## config.mk

```make
export PLATFORM = sky130hd
export DESIGN_NAME = led_player
export DESIGN_NICKNAME = d
export VERILOG_FILES = /design/src/led_player_pkg.sv /design/src/pwm_if.sv /design/src/led_player.sv /design/src/pwm_bank.sv
export SDC_FILE = /design/constraint.sdc
export NUM_CORES = 1
export LEC_CHECK = 0
export ABC_AREA = 0
export BUFFER_PORTS_ARGS = -buffer_cell sky130_fd_sc_hd__clkbuf_2
export CAP_MARGIN = 25
export CORE_MARGIN = 3
export CORE_UTILIZATION = 30
export CTS_CLUSTER_DIAMETER = 80
export DETAILED_ROUTE_END_ITERATION = 16
export GPL_TIMING_DRIVEN = 0
export PLACE_DENSITY = 0.54
export SETUP_SLACK_MARGIN = 0.3
export SYNTH_ARGS = -nofsm -noshare
export SYNTH_HDL_FRONTEND = slang
export SYNTH_SLANG_ARGS = --single-unit
```

## constraint.sdc

```tcl
create_clock -name hclk -period 6.27 [get_ports hclk]
set_clock_uncertainty 0.2 [all_clocks]
set_input_delay 0.3135 -clock hclk [delete_from_list [all_inputs] [get_ports hclk]]
set_output_delay 0.3135 -clock hclk [all_outputs]
set_load 0.01 [all_outputs]
```

## src/led_player_pkg.sv

```systemverilog
// Constants, types and helpers shared by the LED section player files
`default_nettype none
package led_player_pkg;
   // ==========================================================
   // Register map (byte addresses)
   localparam logic [7:0] OFF_CTRL = 8'h00;
   localparam logic [7:0] OFF_EN_LO = 8'h04;
   localparam logic [7:0] OFF_EN_HI = 8'h08;
   localparam logic [7:0] OFF_CMD = 8'h0C;
   localparam logic [7:0] OFF_STATUS = 8'h10;
   localparam logic [7:0] OFF_MASK = 8'h14;
   localparam logic [7:0] OFF_START = 8'h18;
   localparam logic [7:0] OFF_POS = 8'h1C;
   localparam logic [7:0] OFF_SAMPLE = 8'h40;
   // ==========================================================
   // Field positions
   localparam int CTRL_HOLD_BIT = 2;
   localparam int CTRL_BUSY_BIT = 3;
   localparam int CMD_PLAY_BIT = 0;
   localparam int CMD_STOP_BIT = 1;
   localparam int ST_END_BIT = 0;
   localparam int ST_HOLD_BIT = 1;
   localparam int SMP_CNT_LSB = 8;
   localparam int SMP_LAST_BIT = 10;
   localparam int SMP_W = 11;
   localparam int SMP_DEPTH = 16;
   // ==========================================================
   // Reset values
   localparam logic [3:0] CTRL_RST = 4'h0;
   localparam logic [3:0] EN_RST = 4'h0;
   localparam logic [1:0] IRQ_RST = 2'h0;
   // ==========================================================
   // Timing: 8-bit PWM, frame rate 128 Hz, clock 125 MHz
   localparam int CLK_HZ = 125_000_000;
   localparam int FRAME_RATE_HZ = 128;
   localparam int PWM_STEPS = 256;
   localparam int STEP_DIV = CLK_HZ / (FRAME_RATE_HZ * PWM_STEPS);
   localparam logic [11:0] STEP_DIV_M1 = 12'(STEP_DIV - 1);

   typedef enum logic [1:0] {PL_IDLE, PL_PLAY, PL_HELD} player_state_t;

   // Extension code 00..11 -> 8,4,2,1
   function automatic logic [3:0] ext_factor(input logic [1:0] sel);
      case (sel)
         2'b00: ext_factor = 4'h8;
         2'b01: ext_factor = 4'h4;
         2'b10: ext_factor = 4'h2;
         default: ext_factor = 4'h1;
      endcase
   endfunction : ext_factor

   // Frames per sample: per-sample count times extension
   function automatic logic [8:0] sample_frames(input logic [1:0] code, input logic [1:0] sel);
      logic [5:0] n;
      case (code)
         2'b00: n = 6'h01;
         2'b01: n = 6'h02;
         2'b10: n = 6'h08;
         default: n = 6'h20;
      endcase
      // Widen before the product: 32 frames times 8 needs nine bits
      sample_frames = 9'(n) * 9'(ext_factor(sel));
   endfunction : sample_frames
endpackage : led_player_pkg
`default_nettype wire

```

## src/pwm_if.sv

```systemverilog
// Link between the player sequencer and the PWM channel bank
`default_nettype none
interface pwm_if;
   logic [7:0] duty;
   logic [7:0] enables;
   logic [7:0] pwm_pos;
   logic frame_end;
   logic [7:0] pwm_out;
   modport player (output duty, output enables, input pwm_pos, input frame_end, input pwm_out);
   modport bank (input duty, input enables, output pwm_pos, output frame_end, output pwm_out);
endinterface : pwm_if
`default_nettype wire
```

## src/led_player.sv

```systemverilog
// LED section player: AHB-Lite registers, sample sequencer, halt gating
//
// Design decisions made here: the register offsets and the AHB-Lite register port.
`default_nettype none
module led_player (
   // Clock and reset
   input wire logic hclk,
   input wire logic hresetn,
   // AHB-Lite slave
   input wire logic hsel,
   input wire logic [31:0] haddr,
   input wire logic [1:0] htrans,
   input wire logic hwrite,
   input wire logic [2:0] hsize,
   input wire logic [31:0] hwdata,
   input wire logic hready,
   output logic [31:0] hrdata,
   output logic hreadyout,
   output logic hresp,
   // Halt handshake from the core
   input wire logic halt_req,
   output logic halt_grant,
   // LED pins and interrupt
   output logic [7:0] led_pwm,
   output logic irq
);
   import led_player_pkg::*;

   pwm_if pw ();

   pwm_bank u_bank (
      .hclk(hclk),
      .hresetn(hresetn),
      .pw(pw.bank)
   );

   // ==========================================================
   // State
   player_state_t st_r, st_nxt;
   logic [1:0] ext_r, ext_nxt;
   logic hold_r, hold_nxt;
   logic busy_r, busy_nxt;
   logic [3:0] en_lo_r, en_lo_nxt;
   logic [3:0] en_hi_r, en_hi_nxt;
   logic [1:0] stat_r, stat_nxt;
   logic [1:0] mask_r, mask_nxt;
   logic irq_r, irq_nxt;
   logic [3:0] start_r, start_nxt;
   logic [3:0] ptr_r, ptr_nxt;
   logic [8:0] fcnt_r, fcnt_nxt;
   logic [7:0] duty_r, duty_nxt;
   logic [SMP_W-1:0] smp_mem [SMP_DEPTH];
   logic hreq_s1_r, hreq_s2_r;
   logic grant_r, grant_nxt;
   logic ap_valid_r, ap_valid_nxt;
   logic ap_write_r, ap_write_nxt;
   logic [7:0] ap_addr_r, ap_addr_nxt;
   logic [31:0] rdata_r, rdata_nxt;

   logic ap_take;
   logic wr_en;
   logic do_play, do_stop;
   logic [SMP_W-1:0] cur_smp;
   logic sample_done;

   assign ap_take = hsel && hready && htrans[1];
   assign wr_en = ap_valid_r && ap_write_r;
   assign do_play = wr_en && (ap_addr_r == OFF_CMD) && hwdata[CMD_PLAY_BIT];
   assign do_stop = wr_en && (ap_addr_r == OFF_CMD) && hwdata[CMD_STOP_BIT];
   assign cur_smp = smp_mem[ptr_r];
   assign sample_done = pw.frame_end && (fcnt_r + 9'h001 >= sample_frames(cur_smp[9:8], ext_r));

   // ==========================================================
   // Bus, registers and sequencer next state
   always_comb begin
      ap_valid_nxt = ap_take;
      ap_write_nxt = ap_take ? hwrite : ap_write_r;
      ap_addr_nxt = ap_take ? haddr[7:0] : ap_addr_r;
      ext_nxt = ext_r;
      hold_nxt = hold_r;
      en_lo_nxt = en_lo_r;
      en_hi_nxt = en_hi_r;
      mask_nxt = mask_r;
      start_nxt = start_r;
      stat_nxt = stat_r;
      st_nxt = st_r;
      busy_nxt = busy_r;
      ptr_nxt = ptr_r;
      fcnt_nxt = fcnt_r;
      duty_nxt = duty_r;
      // Software writes land in the data phase
      if (wr_en) begin
         if (ap_addr_r == OFF_CTRL) begin
            ext_nxt = hwdata[1:0];
            hold_nxt = hwdata[CTRL_HOLD_BIT];
         end else if (ap_addr_r == OFF_EN_LO) begin
            en_lo_nxt = hwdata[3:0];
         end else if (ap_addr_r == OFF_EN_HI) begin
            en_hi_nxt = hwdata[3:0];
         end else if (ap_addr_r == OFF_STATUS) begin
            stat_nxt = stat_r & ~hwdata[1:0];
         end else if (ap_addr_r == OFF_MASK) begin
            mask_nxt = hwdata[1:0];
         end else if (ap_addr_r == OFF_START) begin
            start_nxt = hwdata[3:0];
         end
      end
      case (st_r)
         PL_IDLE: begin
            if (do_play) begin
               st_nxt = PL_PLAY;
               busy_nxt = 1'b1;
               ptr_nxt = start_r;
               fcnt_nxt = 9'h000;
               duty_nxt = smp_mem[start_r][7:0];
            end
         end
         PL_PLAY: begin
            if (pw.frame_end && hold_r) begin
               st_nxt = PL_HELD;
               busy_nxt = 1'b0;
               stat_nxt[ST_HOLD_BIT] = 1'b1;
            end else if (sample_done) begin
               fcnt_nxt = 9'h000;
               if (cur_smp[SMP_LAST_BIT]) begin
                  st_nxt = PL_IDLE;
                  busy_nxt = 1'b0;
                  stat_nxt[ST_END_BIT] = 1'b1;
               end else begin
                  ptr_nxt = ptr_r + 4'h1;
                  duty_nxt = smp_mem[ptr_r + 4'h1][7:0];
               end
            end else if (pw.frame_end) begin
               fcnt_nxt = fcnt_r + 9'h001;
            end
         end
         PL_HELD: begin
            // Duty stays put, the bank keeps repeating frames
            if (!hold_r) begin
               st_nxt = PL_PLAY;
               busy_nxt = 1'b1;
            end
         end
         default: st_nxt = PL_IDLE;
      endcase
      if (do_stop) begin
         st_nxt = PL_IDLE;
         busy_nxt = 1'b0;
         duty_nxt = 8'h00;
         stat_nxt[ST_END_BIT] = 1'b0;
      end
      irq_nxt = |(stat_r & mask_r);
      // Halt waits for a player that is not busy, idle or held
      grant_nxt = hreq_s2_r && !busy_r;
      rdata_nxt = 32'h0000_0000;
      if (ap_take && !hwrite) begin
         if (haddr[7:0] == OFF_CTRL) begin
            rdata_nxt = {28'h000_0000, busy_r, hold_r, ext_r};
         end else if (haddr[7:0] == OFF_EN_LO) begin
            rdata_nxt = {28'h000_0000, en_lo_r};
         end else if (haddr[7:0] == OFF_EN_HI) begin
            rdata_nxt = {28'h000_0000, en_hi_r};
         end else if (haddr[7:0] == OFF_STATUS) begin
            rdata_nxt = {30'h0000_0000, stat_r};
         end else if (haddr[7:0] == OFF_MASK) begin
            rdata_nxt = {30'h0000_0000, mask_r};
         end else if (haddr[7:0] == OFF_START) begin
            rdata_nxt = {28'h000_0000, start_r};
         end else if (haddr[7:0] == OFF_POS) begin
            rdata_nxt = {15'h0000, fcnt_r, 4'h0, ptr_r};
         end else if (haddr[7:6] == OFF_SAMPLE[7:6]) begin
            rdata_nxt = {21'h00_0000, smp_mem[haddr[5:2]]};
         end
      end
   end

   // ==========================================================
   // Registers
   always_ff @(posedge hclk or negedge hresetn) begin
      if (!hresetn) begin
         st_r <= PL_IDLE;
         ext_r <= CTRL_RST[1:0];
         hold_r <= CTRL_RST[CTRL_HOLD_BIT];
         busy_r <= CTRL_RST[CTRL_BUSY_BIT];
         en_lo_r <= EN_RST;
         en_hi_r <= EN_RST;
         stat_r <= IRQ_RST;
         mask_r <= IRQ_RST;
         irq_r <= 1'b0;
         start_r <= 4'h0;
         ptr_r <= 4'h0;
         fcnt_r <= 9'h000;
         duty_r <= 8'h00;
         hreq_s1_r <= 1'b0;
         hreq_s2_r <= 1'b0;
         grant_r <= 1'b0;
         ap_valid_r <= 1'b0;
         ap_write_r <= 1'b0;
         ap_addr_r <= 8'h00;
         rdata_r <= 32'h0000_0000;
      end else begin
         st_r <= st_nxt;
         ext_r <= ext_nxt;
         hold_r <= hold_nxt;
         busy_r <= busy_nxt;
         en_lo_r <= en_lo_nxt;
         en_hi_r <= en_hi_nxt;
         stat_r <= stat_nxt;
         mask_r <= mask_nxt;
         irq_r <= irq_nxt;
         start_r <= start_nxt;
         ptr_r <= ptr_nxt;
         fcnt_r <= fcnt_nxt;
         duty_r <= duty_nxt;
         hreq_s1_r <= halt_req;
         hreq_s2_r <= hreq_s1_r;
         grant_r <= grant_nxt;
         ap_valid_r <= ap_valid_nxt;
         ap_write_r <= ap_write_nxt;
         ap_addr_r <= ap_addr_nxt;
         rdata_r <= rdata_nxt;
      end
   end

   // Sample store has no reset; software loads it before play
   always_ff @(posedge hclk) begin
      if (wr_en && (ap_addr_r[7:6] == OFF_SAMPLE[7:6])) begin
         smp_mem[ap_addr_r[5:2]] <= hwdata[SMP_W-1:0];
      end
   end

   assign pw.duty = duty_r;
   assign pw.enables = {en_hi_r, en_lo_r};
   assign led_pwm = pw.pwm_out;
   assign irq = irq_r;
   assign halt_grant = grant_r;
   assign hrdata = rdata_r;
   // Zero wait states and OKAY only, so both are tied to constants
   assign hreadyout = 1'b1;
   assign hresp = 1'b0;
endmodule : led_player
`default_nettype wire

```

## src/pwm_bank.sv

```systemverilog
// Frame timebase and eight 8-bit PWM channel outputs
`default_nettype none
module pwm_bank (
   // Clock and reset
   input wire logic hclk,
   input wire logic hresetn,
   // Player side
   pwm_if.bank pw
);
   import led_player_pkg::*;

   logic [11:0] div_r, div_nxt;
   logic [7:0] pos_r, pos_nxt;
   logic fend_r, fend_nxt;
   logic [7:0] out_r, out_nxt;

   // ==========================================================
   // Step divider and frame counter
   always_comb begin
      div_nxt = (div_r == STEP_DIV_M1) ? 12'h000 : div_r + 12'h001;
      pos_nxt = pos_r;
      fend_nxt = 1'b0;
      if (div_r == STEP_DIV_M1) begin
         pos_nxt = pos_r + 8'h01;
         fend_nxt = (pos_r == 8'hFF);
      end
      for (int i = 0; i < 8; i++) begin
         out_nxt[i] = pw.enables[i] && (pos_r < pw.duty);
      end
   end

   always_ff @(posedge hclk or negedge hresetn) begin
      if (!hresetn) begin
         div_r <= 12'h000;
         pos_r <= 8'h00;
         fend_r <= 1'b0;
         out_r <= 8'h00;
      end else begin
         div_r <= div_nxt;
         pos_r <= pos_nxt;
         fend_r <= fend_nxt;
         out_r <= out_nxt;
      end
   end

   assign pw.pwm_pos = pos_r;
   assign pw.frame_end = fend_r;
   assign pw.pwm_out = out_r;
endmodule : pwm_bank
`default_nettype wire

```

---- Yosys cells after proc, flatten, opt, wreduce, memory -nomap -nowiden ----
Memories as Yosys holds them, arrays and structs flattened.
Index checks and enable logic that the tools add are counted.
word-level totals
  bits in registers ....................... 118
  RAM bits ................................ 176
  input bits .............................. 75
  word-level logic and storage cells ...... 170
  memories kept ........................... 1
memory list
  name     depth  width  rd ports  clocked after memory_dff  write ports  line              RTL
  smp_mem  16     11     4         0                         1            led_player.sv:52  logic [SMP_W-1:0] smp_mem [SMP_DEPTH];
operators by class
  add/subtract/negate cells ............... 4
  multipliers ............................. 1
  order comparisons ....................... 2
  equality and inequality tests ........... 34
  multiplexer cells ....................... 56
  bitwise gates (word level) .............. 8
  reduce and logical (&&, ||, !) cells .... 40
operator list
  operator               number
  $mux 17                8
  $eq 8x5->1 const B     7
  $mux 8                 5
  $mux 9                 4
  $eq 8x4->1 const B     3
  $mux 2                 12
  $logic_and 1x1->1      19
  $pmux 6 s3             1
  $pmux 9 s2             1
  $eq 8x3->1 const B     2
  $logic_not 8->1        2
  $mux 4                 4
  $pmux 8 s2             1
  $ne 3x3->1 const B     5
  $reduce_and 5->1       3
  $mux 1                 14
  $add 12x1->12 const B  1
  $eq 12x12->1 const B   1
  $mux 12                1
  $pmux 4 s3             1
  $reduce_and 4->1       3
  $mux 11                1
  $eq 2x1->1 const B     5
  $add 9x1->9 const B    1
  26 further kinds       40

---- Logic depth before layout (Yosys ltp) ----
  depth in word-level cells ............... 12
  mapped depth ............................ 25

---- Modules after synthesis ----
A second synthesis with hierarchy kept.
unflattened totals
  cell total of the unflattened synthesis .. 1,022
  area total of the unflattened synthesis .. 14,893.0 µm²
by module, submodules not included
  module      times used  cells each  area each (µm²)  seq. area each (µm²)
  led_player  1           887         13,429.1         7,136.8
  pwm_bank    1           135         1,463.9          725.7

---- Least setup slack after synthesis ----
No wires, ideal clock.
  path type ............................... register to register
  from .................................... reg ptr_r[0]
  to ...................................... reg duty_r[0]
  data arrival time ....................... 5.215 ns
  required time ........................... 5.933 ns
  slack ................................... 0.718 ns
  cell stages (with the launch flop) ...... 24
  path buffers ............................ 2
  period minus slack after synthesis ...... 5.552 ns
  cell sequence ........................... dfrtp_1 -> buf_4 -> buf_2 -> mux4_2 -> nand3_1 -> nand3_1 -> or2_2 -> nor2_1 -> ha_1 -> ha_1 -> ha_1 -> a21o_1 -> a21oi_1 -> nor2b_1 -> o21ai_0 -> xnor2_1 -> xnor2_1 -> ha_1 -> a211oi_1 -> nand2_1 -> a211oi_1 -> nor3_1 -> o211ai_1 -> o2bb2ai_1
on the way
  word-level cells in the longest chain between the ends .. 8
RTL lines
  what                                      line                  RTL
  start, declared                           led_player.sv:49      logic [3:0] ptr_r, ptr_nxt;
  start signal, assigned                    led_player.sv:212     ptr_r <= ptr_nxt;
  $mem_v2 16x11 (*)                         -
  $eq 2x2->1, or another cell as far along  led_player_pkg.sv:55  case (code)
  $pmux 6 s3                                led_player_pkg.sv:55
  $mul 6x4->9                               led_player_pkg.sv:62  sample_frames = 9'(n) * 9'(ext_factor(sel));
  $ge 9x9->1                                led_player.sv:71      assign sample_done = pw.frame_end && (fcnt_r + 9'h001 >= sample_frames(cur_smp[9:8], ext_r));
  $logic_and 1x1->1                         led_player.sv:71
  $ne 3x3->1 (no line)                      -
  $reduce_and 5->1 (no line)                -
  end signal, assigned                      led_player.sv:214     duty_r <= duty_nxt;
  end, declared                             led_player.sv:51      logic [7:0] duty_r, duty_nxt;
Mark *: on every way between the ends. The rest lies on a longest branch, timed or not. The select of a mux whose other input is x is not followed.
A chain may end at the register's enable or synchronous reset.

---- Worst setup path after layout ----
  from .................................... reg ptr_r[0]
  to ...................................... reg fcnt_r[0]
on the way
  word-level cells in the longest chain between the ends .. 9
RTL lines
  what                                      line                  RTL
  $mem_v2 16x11 (*)                         -
  $eq 2x2->1, or another cell as far along  led_player_pkg.sv:55
  $pmux 6 s3 (*)                            led_player_pkg.sv:55
  $mul 6x4->9 (*)                           led_player_pkg.sv:62
  $ge 9x9->1 (*)                            led_player.sv:71
  $logic_and 1x1->1 (*)                     led_player.sv:71
  $mux 9                                    led_player.sv:123     end else if (sample_done) begin
  $mux 9                                    led_player.sv:119     if (pw.frame_end && hold_r) begin
  $pmux 9 s2                                led_player.sv:108     case (st_r)
  end signal, assigned                      led_player.sv:213     fcnt_r <= fcnt_nxt;
  end, declared                             led_player.sv:50      logic [8:0] fcnt_r, fcnt_nxt;
Marked as above.

==> flow_summary.toml <==
[outcome]
status = "completed"

[synth]
synth-edff-count = 176
ys_seq_area_share_pct = 53.2
ys_seq_elements = 279
avgSynthCellArea_sq_um = 14.5
synth_area_leaders = "edfxtp_1 (36%), mux4_2 (19%), dfrtp_1 (17%), ha_1 (3.1%), mux2i_1 (2.5%)"
synth_area_sq_um = 14800
synth_ff_type = "edfxtp_1"
async_reset_ff_share_pct = 36.9
yosysUniqueCellTypes = 60
synth_top_cell_by_area = "edfxtp_1"
synth_top_area_share_pct = 35.8
synthCells = 1017
synth_warnings = 0

[routing]
routedWlPerCell_um = 22.8
vias = 9586
drc_errors = 0
vias_per_cell = 5.22
drtIter0Drc = 874
first_pass_iters = 5
wl_um = 42000
ant_nets = 0

[floorplanning]
rows = 80
io_pins = 119
core_sq_um = 48100
dieHeight_um = 228
die_area_sq_um = 51900
die_w_um = 228
start_util_pct = 30.7

[critical_path]
reg2reg_from = "ptr_r[0]$_DFFE_PN0P_"
start_kind = "register"
endpoint_kind = "register"
path_max_fanout = 10
cp_data_required_time_ns = 6.51
cp.arrival_ns = 5.90
r2r_cells = 24
crit_type = "reg -> reg"
worstReg2RegEnd = "fcnt_r[0]$_DFFE_PN0P_"
r2r_setup_slack_ns = 0.62

[sta]
setup_viol = 0
worst-slew-pin-transition_ns = 1.04
report.final.slew_viol_count = 0
hold_viol_final = 0
fin_crit_sh_pct = 90.2
fmaxAchievable_ghz = 0.177
rsz0062_at_grt = "false"
slew_headroom_pct = 30.6
whs_ns = 0.0280
fin_crit_ns = 5.65

[grt]
grtUsageTotal_pct = 16.0
overflow = 0
grt_pass1_wl_um = 62300
grt_antenna_before_repair = 3
grt_max_degree = 104
grt_pass1_vias = 9599

[worst_hold_path]
holdPathEnd = "smp_mem[8][4]$_DFFE_PP_"
holdPathStages = 1
hp-class = "in -> reg"
holdCritStartpoint = "hwdata[4]"

[cells_and_area]
finalNonFillerCells = 1837
fin_nets = 1270
final_cell_area_sq_um = 17600
area_growth_pct = 19.1
drive_gt1_share_pct = 30.1

[pwr]
ir_worst_vdd_mv = 0.175
power.leakage_uw = 0.00663
power_density_nw_per_um2 = 346

[cts]
root_buffer = "clkbuf_16"
cts.sinks = 279
clk_pin_slew_ns = 0.06
clk_latency_ns = 0.52
ctsLongestPathBuffers = 3
cts_made_buffers = 34
cts_tree = "built"
cts.htree.levels = 2

[flow_run]
maxCapViolCount = 0

[place]
place.detailed.hpwl_um = 29300
io_buffers = 50
routabilityCongestion = 0.825
placed_cells = 1757
dpl-instance-area_sq_um = 16200
==> kinds of logic after synthesis <==
family / share of synthesized area, %
buffers and inverters: 3.18
other: 0.0508
xor gates and xnor gates: 1.84
and+or+nand+nor: 7.76
adders and majority gates: 3.41
muxes: 24.2
AOI/OAI and AO/OA: 6.33
DFF: 53.2
==> through the flow <==
step / TNS, ns / setup WS (ns) / total power, uW / util (%)
6_report: 0 / 0.618 / 6080 / 36.5
2_1_floorplan: 0 / 0.718 / 3460 / -
3_5_place_dp: -9.93 / -0.637 / 4070 / 33.7
4_1_cts: 0 / 0.316 / 6040 / 36.2
5_1_grt: 0 / 0.317 / 6370 / 36.5
3_3_place_gp: -7.41 / -0.519 / 4030 / 33.0
==> power by group <==
| group | internal [uW] | switching (uW) |
|---|---|---|
| combinational | 897 | 1190 |
| clock | 1160 | 758 |
| sequential | 2030 | 50.6 |
==> cell type report <==
type                    instances  area [sq um]
flip-flops and latches        279          7860
fillers                      4550         30600
repair buffers                 88           729
diodes                          1          2.50
clock inverters                14           124
multi-input cells             651          6580
inverters                      29           109
well taps                     656           821
clock buffers                  46           967
plain buffers                  73           393
==> layout by cell type, fill, tap and decap left out, types with 14 or more instances in the layout <==
master,n
buf_2,14
nand2b_1,15
edfxtp_1,176
inv_1,28
ha_1,37
nor2_1,65
buf_4,23
mux2i_1,37
clkbuf_16,35
nand2_1,54
xnor2_1,20
mux4_2,127
o22ai_1,16
clkbuf_2,49
nand3_1,20
o21ai_0,23
clkbuf_1,40
mux2_2,28
dfrtp_1,102
and3_1,20
conb_1,17
==> cells in the mapped netlist, types with 21 or more instances <==
library cell	count
clkbuf_1	34
inv_1	28
edfxtp_1	176
ha_1	37
and3_1	21
mux2_2	28
mux2i_1	37
mux4_2	127
nor2_1	76
nand2_1	55
nand3_1	21
o21ai_0	24
dfrtp_1	103
==> registers in the layout, indices dropped and copies added (netlist names), 4 cells and up <==
name and count:
smp_mem 176, hrdata 17, u_bank.div_r 12, fcnt_r 9, ap_addr_r 8, duty_r 8, u_bank.pw.pwm_out 8, u_bank.pw.pwm_pos 8
en_hi_r 4, en_lo_r 4, ptr_r 4, start_r 4
==> how the worst max path moves through the flow <==
stage	from	endpoint
3_3_place_gp	ptr_r[1]$_DFFE_PN0P_	duty_r[1]$_DFFE_PN0P_
6_report	ptr_r[0]$_DFFE_PN0P_	fcnt_r[0]$_DFFE_PN0P_
2_1_floorplan	ptr_r[0]$_DFFE_PN0P_	duty_r[0]$_DFFE_PN0P_
3_5_place_dp	ptr_r[1]$_DFFE_PN0P_	duty_r[1]$_DFFE_PN0P_
5_1_grt	ptr_r[0]$_DFFE_PN0P_	duty_r[4]$_DFFE_PN0P_
4_1_cts	ptr_r[0]$_DFFE_PN0P_	fcnt_r[0]$_DFFE_PN0P_
==> per-layer routing <==
layer / vias up / wire length, um / track usage, %
met5: - / 0 / 0
li1: 4237 / - / -
met2: 401 / 19100 / 24.9
met3: 65 / 3620 / 4.18
met4: 0 / 967 / 4.26
met1: 4883 / 18200 / 22.3
==> critical path, stage by stage (launching register included) <==
cell	delay (ns)
dfrtp_2	0.45
buf_12	0.17
mux4_2	0.50
a22oi_1	0.18
and3_2	0.27
nand4_1	0.27
nor2_1	0.18
ha_1	0.16
inv_1	0.05
fa_1	0.50
inv_1	0.06
ha_1	0.20
a21o_1	0.19
a21oi_2	0.17
nor2b_1	0.07
o21ai_1	0.14
xnor2_1	0.15
xnor2_1	0.12
ha_1	0.24
a211oi_1	0.19
nand2_1	0.13
a211oi_4	0.30
nor2_1	0.18
a21oi_4	0.31
mux2_2	0.20
==> what timing repair did <==
item / 4_1_cts / 5_1_grt
pin swaps: 1 / 3
hold buffers: 9 / 0
resized for setup: 9 / 14
setup endpoints to repair: 25 / 25
hold endpoints to repair: 141 / 0
gates cloned: 0 / 0
buffers inserted: 1 / 4
Note: power is estimated with default switching activity, not from simulation.
